$ cat src/core/sled_pkg.sv
// Shared constants and types of the serial LED segment loader
package sled_pkg;

    // ==========================================================
    // Frame layout
    // ==========================================================
    localparam int FRAME_BITS = 36;
    localparam int DATA_BITS = 35;
    localparam int BIT_IDX_W = 6;
    localparam logic [BIT_IDX_W-1:0] LAST_BIT_IDX = 6'h23;
    localparam logic START_BIT = 1'b1;

    // ==========================================================
    // Reset values
    // ==========================================================
    localparam logic [DATA_BITS-1:0] SEG_RESET = 35'h0;
    localparam logic [FRAME_BITS-1:0] SHREG_RESET = 36'h0;

    // ==========================================================
    // Timing
    // ==========================================================
    localparam int CORE_CLK_PERIOD_NS = 10;
    localparam int SCLK_MIN_PERIOD_NS = 2000;
    localparam int SCLK_PERIOD_CYC =
        (SCLK_MIN_PERIOD_NS + CORE_CLK_PERIOD_NS - 1) / CORE_CLK_PERIOD_NS;
    localparam int HALF_CYC = (SCLK_PERIOD_CYC + 1) / 2;
    localparam int HALF_CNT_W = 8;
    localparam logic [HALF_CNT_W-1:0] HALF_CNT_LOAD = 8'(HALF_CYC - 1);

    // ==========================================================
    // Sender states
    // ==========================================================
    typedef enum logic [3:0]
    {
        SLED_IDLE = 4'h1,
        SLED_LOW = 4'h2,
        SLED_HIGH = 4'h4,
        SLED_TAIL = 4'h8
    } sled_tx_state_t;

endpackage

$ cat src/core/sled_link_if.sv
// Two-wire serial link, plus data enable, between sender and loader
`timescale 1ns/1ns
`default_nettype none

interface sled_link_if;
    logic sclk;
    logic sdata;
    logic data_en;

    modport host
    (
        output sclk,
        output sdata,
        output data_en
    );

    modport device
    (
        input sclk,
        input sdata,
        input data_en
    );
endinterface

`default_nettype wire

$ cat src/core/sled_device.sv
// Loader end: samples the serial link, shifts frames and drives segment latches
`timescale 1ns/1ns
`default_nettype none


module sled_device
#(
    parameter bit USE_DATA_EN = 1'b0
)
(
    input wire logic core_clk,
    input wire logic rstn,
    sled_link_if.device link,
    output logic [sled_pkg::DATA_BITS-1:0] seg_on,
    output logic frame_loaded
);
    import sled_pkg::*;

    // ==========================================================
    // State
    // ==========================================================
    typedef struct packed {
        // Pin samplers, newest in bit 0
        logic [2:0] clk_sync;
        logic [2:0] dat_sync;
        logic [2:0] en_sync;
        // Filtered pin levels
        logic clk_f;
        logic dat_f;
        logic en_f;
        // Stage-one master, shift chain and output latches
        logic master0;
        logic [FRAME_BITS-1:0] shreg;
        logic [DATA_BITS-1:0] seg;
        // Load seen, chain clear still owed
        logic clr_pend;
        logic loaded;
    } sled_dev_t;

    sled_dev_t q;
    sled_dev_t d;

    // ==========================================================
    // Helpers
    // ==========================================================
    // Filtered level: follows the pin once stages two and three agree
    function automatic logic filt_next(input logic [2:0] s, input logic f);
        logic r;
        r = f;
        if (s[1] == s[2])
        begin
            r = s[2];
        end
        return r;
    endfunction

    // Chain holds the start bit at the top; first data bit just below it
    function automatic logic [DATA_BITS-1:0] map_bits(input logic [FRAME_BITS-1:0] sh);
        logic [DATA_BITS-1:0] r;
        r = '0;
        for (int i = 0; i < DATA_BITS; i++)
        begin
            r[i] = sh[DATA_BITS-1-i];
        end
        return r;
    endfunction

    // Edge of the filtered clock toward level lvl, only while listening
    function automatic logic edge_to(input logic en, input logic now, input logic was,
        input logic lvl);
        return en && now == lvl && was != lvl;
    endfunction

    // Outputs really driven; in the enable variant the top one is an input
    function automatic logic [DATA_BITS-1:0] driven_mask();
        logic [DATA_BITS-1:0] m;
        m = '1;
        if (USE_DATA_EN)
        begin
            m[DATA_BITS-1] = 1'b0;
        end
        return m;
    endfunction

    // ==========================================================
    // Next state
    // ==========================================================
    // Only the samplers read the pins; everything else below works on the registered state only
    always_comb
    begin
        logic clk_n;
        logic dat_n;
        logic en_n;
        logic active;
        logic rise;
        logic fall;
        logic [FRAME_BITS-1:0] sh_n;
        logic [DATA_BITS-1:0] lat_n;
        clk_n = 1'b0;
        dat_n = 1'b0;
        en_n = 1'b0;
        active = 1'b0;
        rise = 1'b0;
        fall = 1'b0;
        sh_n = '0;
        lat_n = '0;
        d = q;
        d.loaded = 1'b0;

        // ==========================================================
        // Three-stage samplers on every pin
        d.clk_sync = {q.clk_sync[1:0], link.sclk};
        d.dat_sync = {q.dat_sync[1:0], link.sdata};
        d.en_sync = {q.en_sync[1:0], link.data_en};
        clk_n = filt_next(q.clk_sync, q.clk_f);
        dat_n = filt_next(q.dat_sync, q.dat_f);
        en_n = filt_next(q.en_sync, q.en_f);
        d.clk_f = clk_n;
        d.dat_f = dat_n;
        d.en_f = en_n;

        // ==========================================================
        // Without the enable option the link is always listened to
        active = !USE_DATA_EN || q.en_f;
        rise = edge_to(active, clk_n, q.clk_f, 1'b1);
        fall = edge_to(active, clk_n, q.clk_f, 1'b0);

        // ==========================================================
        // Master of stage one follows data while the clock is low
        // Never cleared by frame end, so frames may follow with no gap
        if (active && !q.clk_f)
        begin
            d.master0 = q.dat_f;
        end

        // ==========================================================
        // Shift on the rising edge; nothing moves otherwise
        sh_n = q.shreg;
        if (rise)
        begin
            sh_n = {q.shreg[FRAME_BITS-2:0], q.master0};
        end
        d.shreg = sh_n;

        // ==========================================================
        // Start bit reached the top: transfer while the clock is high
        if (rise && sh_n[FRAME_BITS-1] == START_BIT)
        begin
            lat_n = map_bits(sh_n) & driven_mask();
            d.seg = lat_n;
            d.loaded = 1'b1;
            d.clr_pend = 1'b1;
        end

        // ==========================================================
        // Low phase after a transfer empties the chain, not the master
        if (fall && q.clr_pend)
        begin
            d.shreg = SHREG_RESET;
            d.clr_pend = 1'b0;
        end
    end

    // ==========================================================
    // Registers
    // ==========================================================
    // Pins reach the filtered levels four cycles after they move
    always_ff @(posedge core_clk or negedge rstn)
    begin
        if (!rstn)
        begin
            q <= '0;
        end
        else
        begin
            q <= d;
        end
    end

    // ==========================================================
    // Outputs
    // ==========================================================
    for (genvar g = 0; g < DATA_BITS; g++)
    begin : g_seg
        assign seg_on[g] = q.seg[g];
    end
    // Load pulse lasts one cycle, the cycle the latches take the frame
    assign frame_loaded = q.loaded;

endmodule

`default_nettype wire

$ cat src/flat_wrapper.sv
// flat-port wrapper written by rule: the top's interface ports become plain ports
module sled_device_flat import sled_pkg::*;
#(
    parameter bit USE_DATA_EN = 1'b0
)
  (core_clk, rstn, seg_on, frame_loaded, link_sclk, link_sdata, link_data_en);
  sled_link_if link_i ();
  input wire logic core_clk;
  input wire logic rstn;
  output logic [sled_pkg::DATA_BITS-1:0] seg_on;
  output logic frame_loaded;
  input wire logic [$bits(link_i.sclk)-1:0] link_sclk;
  input wire logic [$bits(link_i.sdata)-1:0] link_sdata;
  input wire logic [$bits(link_i.data_en)-1:0] link_data_en;
  assign link_i.sclk = link_sclk;
  assign link_i.sdata = link_sdata;
  assign link_i.data_en = link_data_en;
  sled_device #(.USE_DATA_EN(USE_DATA_EN)) u_core (.core_clk(core_clk), .rstn(rstn), .link(link_i), .seg_on(seg_on), .frame_loaded(frame_loaded));
endmodule
$ cat config.mk
export PLATFORM = sky130hd
export DESIGN_NAME = sled_device_flat
export DESIGN_NICKNAME = d
export VERILOG_FILES = /design/src/core/sled_pkg.sv /design/src/core/sled_link_if.sv /design/src/core/sled_device.sv /design/src/flat_wrapper.sv
export SDC_FILE = /design/constraint.sdc
export NUM_CORES = 1
export LEC_CHECK = 0
export BUFFER_PORTS_ARGS = -buffer_cell sky130_fd_sc_hd__buf_4
export CAP_MARGIN = 20
export CORE_MARGIN = 3
export CORE_UTILIZATION = 45
export DETAILED_ROUTE_END_ITERATION = 8
export GPL_ROUTABILITY_DRIVEN = 1
export SYNTH_ARGS = -nofsm -noshare
export SYNTH_HDL_FRONTEND = slang
export SYNTH_SLANG_ARGS = --single-unit
export TNS_END_PERCENT = 5
$ cat constraint.sdc
create_clock -name core_clk -period 1.69 [get_ports core_clk]
set_input_delay 0.169 -clock core_clk [delete_from_list [all_inputs] [get_ports core_clk]]
set_output_delay 0.169 -clock core_clk [all_outputs]
set_load 0.02 [all_outputs]
=== Word-level counts from Yosys, hierarchy flattened ===
Index checks and enable logic that the tools add are counted.

* Flip-flop bits (word level): 82
* Word-level logic and storage cells: 23

* Equal/unequal tests: 2
* Mux-type cells: 5
* Bitwise operators: 2
* Reductions and logical operators: 5

{| class="wikitable"
|+ Operators by type and width
! operator !! count
|-
| $mux W36 || 2
|-
| $logic_and A1 B1 Y1 || 4
|-
| $eq A1 B1 Y1 || 2
|-
| $mux W1 || 2
|-
| $mux W2 || 1
|-
| $not A1 Y1 || 2
|-
| $reduce_bool A2 Y1 || 1
|}

=== Logic depth before layout (Yosys ltp) ===
* Depth after elaboration: 7
* Gate-level depth with buffers: 6

=== Worst setup path after synthesis ===
Ideal clock, no wire load.

* Path type: register to register
* From: register u_core.q, in the netlist u_core.d[85]
* To: register u_core.q, in the netlist u_core.seg_on[10]
* Library setup time: 0.125 ns
* Arrival: 1.388 ns
* Path slack: 0.177 ns
* Cell stages (with the launch flop): 7
* Path buffers: 3
* Clock period less this slack: 1.513 ns
* Cell sequence: dfrtp_1 and2_1 buf_4 nand3b_1 buf_6 buf_6 mux2_4

* Cells in the longest elaborated chain, start to end: 5

{| class="wikitable"
|+ Ends and longest elaborated chain
! item !! RTL line !! source
|-
| start: declaration || sled_device.sv:40 || <nowiki>sled_dev_t q;</nowiki>
|-
| start signal: assignment || sled_device.sv:172 || <nowiki>q <= '0;</nowiki>
|-
| start signal: assignment || sled_device.sv:176 || <nowiki>q <= d;</nowiki>
|-
| $eq A1 B1 Y1 * || sled_device.sv:50 || <nowiki>if (s[1] == s[2])</nowiki>
|-
| $mux W1 * || sled_device.sv:50 ||
|-
| $logic_and A1 B1 Y1 * || sled_device.sv:71 || <nowiki>return en && now == lvl && was != lvl;</nowiki>
|-
| $mux W36 || sled_device.sv:139 || <nowiki>if (rise)</nowiki>
|-
| $logic_and A1 B1 Y1 || sled_device.sv:147 || <nowiki>if (rise && sh_n[FRAME_BITS-1] == START_BIT)</nowiki>
|}

Every way passes the cells marked *; elsewhere a longest branch is shown, timed or not.
A chain may end at the register's enable or synchronous reset.

=== Worst setup path in the final report ===
* From: register u_core.q, in the netlist u_core.d[85]
* To: register u_core.q, in the netlist u_core.seg_on[4]

The elaborated chain is that of the path after synthesis.

==> reports/summary.log <==
[detailed_routing] routed len/inst 13.9 um
[clocking] source-to-sink clock delay at the later pin of the worst-skew pair 0.34 ns
[critical_path] Crit path required time 1.91 ns
[final_layout] most frequent cells in the layout dfrtp_1 (80), buf_4 (47), nand2_1 (37)
[final_layout] utilization of the core after routing 51.8%
[synth] combinational family with the most area after synthesis multiplexers
[run_status] result of the run completed
[synth] Distinct cells, synth 19
[floorplanning] width of the chip 96.6 um
[pwr] power density normalized to cell area 1400 mW/mm2
[synth] instance count of the mapped netlist 326
[final_layout] number of antenna cells inserted 0
[critical_path] crit path max-delay cell type dfrtp_1
[critical_path] cells traversed along the worst timing path and2_1, nand3b_1, buf_12, mux2_2
[clocking] CTS tree done
[floorplanning] site row count 32
[global_route] largest net degree at the start of global routing 45
[synth] net count after synthesis 331
[timing] worst slew margin relative to its limit 71.7%
[final_layout] layout cells sized above 1 30.6%
[floorplanning] initial standard-cell utilization of the core 47.1%
[critical_path] type of destination of the critical path register
[clocking] Post-CTS Hold Buffers 3
[synth] mux contribution to synthesized area 13.8%
[synth] sequential-to-total area share from yosys stat 54.9%
[synth] simple-gate share of the synthesized area 12.7%
[critical_path] CP Capture Point u_core.seg_on[4]$_DFFE_PN0P_
[placed_design] final weighted congestion in routability-driven placement 0.676
[floorplanning] die area 0.00933 mm2
[clocking] CTS H-Tree Depth 3
[detailed_routing] post-detailed-routing wire length 6.12 mm
[global_route] first-pass GRT wire length 10.9 mm
[floorplanning] placeable core area 0.00785 mm2
[synth] fraction of synthesis flops using an asynchronous set or reset pin 100%
[critical_path] type of the worst setup path register to register
[timing] unrepaired setup endpoints after global routing false
[global_route] met3 track demand over resource 3.95%
[min_path] HP Class primary input to asynchronous set/reset pin
[synth] compound-cell area share of the yosys netlist 7.66%
[floorplanning] I/O pins 41
[synth] xor/xnor share of the synthesized area 0%
[synth] Syn Std Cell Area 0.00369 mm2
[critical_path] largest fanout on the critical path 19
[timing] number of failing hold endpoints at the final stage 0
[detailed_routing] number of antenna-violating nets in the routed design 0
[clocking] TritonCTS sink count 81
[clocking] Max Root-Sink Buffers 2
[synth] Mean Syn Cell Area 11.3 um2
[critical_path] worst reg2reg path depth 4
[global_route] met2 Usage GRT 22.1%
[synth] warnings from Yosys 0
[placed_design] Post-DP HPWL 3.85 mm
[synth] top flip-flop cell by instance count after synthesis dfrtp_1
[job] Max-cap violations 0
[floorplanning] vertical extent of the die 96.6 um
[timing] # setup viols final 0
[global_route] via count of the first global-routing pass 2225
[timing] share of the clock period used by the worst path after layout 87.8%
[detailed_routing] total number of vias 2238
[critical_path] Slowest Stage Delay on Critical Path 0.42 ns
[pwr] maximum VDD drop 0.502 mV
[clocking] post-CTS setup buffer count 0
[timing] total negative slack for setup checks 0 ns
[critical_path] RR Startpoint u_core.d[85]$_DFF_PN0_
[clocking] clock-pin transition on the worst setup and hold timing paths 0.08 ns
[synth] flip-flop and latch count after synthesis 81
[critical_path] sort of element at the start of the critical path register
[final_layout] nets 337
[clocking] total of cells resized after clock tree synthesis 0
[critical_path] CP Data Arrival Time 1.71 ns
[detailed_routing] Post-route DRC 0
[timing] final slew viol count 0
[critical_path] first element of the critical path u_core.d[85]$_DFF_PN0_
[final_layout] relative area change from synthesis to final layout 10.2%
[pwr] Lkg Pwr 1.96 nW
[synth] Adder-Cell Fraction of Synth Area 0.271%
[global_route] met1 GRT Util 21.8%
[detailed_routing] vias per std cell 5.10
[timing] Slew @ Worst Pin 0.424 ns
[timing] worst hold slack after final layout 0.311 ns
[critical_path] endpoint of the most critical register-to-register path u_core.seg_on[4]$_DFFE_PN0P_
[global_route] All-Layer GR Usage 15.0%
[timing] skew final 0.00990 ns
[timing] highest achievable clock rate 674 MHz
[placed_design] number of buffers inserted by port buffering 39
[clocking] root buffer selected by CTS clkbuf_8
[global_route] Most Used Layer, Global Route met2
[final_layout] leading cell type in the layout, fill and taps excluded dfrtp_1
[global_route] number of antenna violations at the first check in global routing 0
[critical_path] FF-to-FF setup slack 0.21 ns
[detailed_routing] number of design-rule violations left by the first detailed-router iteration 106
[clocking] number of buffers added by the clock tree synthesis step 9
[synth] EDFF count, synth 0
[global_route] remaining global-route overflow 0
[timing] Final min period 1.48 ns
[detailed_routing] First-pass DRT Iterations 4
==> kinds of logic (layout without fill, tap and decap cells) <==
family / Yosys count / count (layout)
AO/OA/AOI/OAI: 39 / 39
buffers and inverters: 59 / 70
multiplexers: 36 / 36
flip-flops: 81 / 81
AND/OR/NAND/NOR: 110 / 110
adder cells (fa/ha/maj): 1 / 1
==> cells in the mapped netlist (all sizes together), types with 3 or more instances <==
| library cell | number | area [um2] |
|---|---|---|
| dfrtp | 81 | 2030 |
| buf | 48 | 353 |
| mux2 | 36 | 510 |
| a211oi | 35 | 263 |
| clkbuf | 10 | 37.5 |
| o21ai | 3 | 15.0 |
| nand2 | 37 | 139 |
| nor3 | 35 | 175 |
| nor2 | 35 | 131 |
==> metrics by stage <==
step	power, mW	setup slack (ns)	instance area (um2)	instances
after floorplan	4.11	0.177	3690	326
after global placement	4.34	0.217	3840	420
after detailed placement	4.38	0.203	3840	420
after CTS	5.79	0.190	4070	439
after global routing	6.05	0.102	4070	439
final	5.70	0.206	4070	439
==> metal layers <==
| metal | vias up | wire length (um) |
|---|---|---|
| met1 | 1102 | 3070 |
| met3 | 2 | 223 |
| met2 | 36 | 2800 |
| met5 | - | 0 |
| met4 | 0 | 19 |
| li1 | 1098 | - |
==> report_power, final <==
group          internal [mW]  total (mW)  switching [mW]
logic                  0.840        1.63           0.789
clock network          0.688        1.38           0.694
registers               2.37        2.69           0.318
==> worst min-delay path by stage <==
stage,to,slack [ns],depth (start not counted)
after global placement,u_core.d[81]$_DFF_PN0_,0.14,1
after CTS,u_core.q[59]$_DFF_PN0_,0.31,2
after detailed placement,u_core.q[82]$_DFF_PN0_,0.14,1
after global routing,u_core.q[82]$_DFF_PN0_,0.33,2
after floorplan,u_core.d[81]$_DFF_PN0_,-0.13,0
final,u_core.q[82]$_DFF_PN0_,0.31,2
==> layout make-up <==
type / instances / area, um2
Clock inverter: 6 / 67.6
Sequential cell: 81 / 2030
Clock buffer: 10 / 128
Multi-Input combinational cell: 186 / 1270
Fill cell: 729 / 3780
Timing Repair Buffer: 53 / 443
Tap cell: 102 / 128
Inverter: 1 / 3.75
==> worst max-delay path: cells and delay by family, from the launching register on <==
| kind | cells | cell delay (ns) |
|---|---|---|
| buffers and inverters | 1 | 0.22 |
| multiplexers | 1 | 0.34 |
| flip-flops | 1 | 0.42 |
| AND/OR/NAND/NOR | 2 | 0.38 |
==> sequential cells by signal, indices dropped and copies added, names as in the netlist <==
signal / flops
u_core.q: 41
u_core.seg_on: 35
u_core.d: 4
u_core.frame_loaded: 1
No activity file was read; power rests on OpenSTA's default activity.
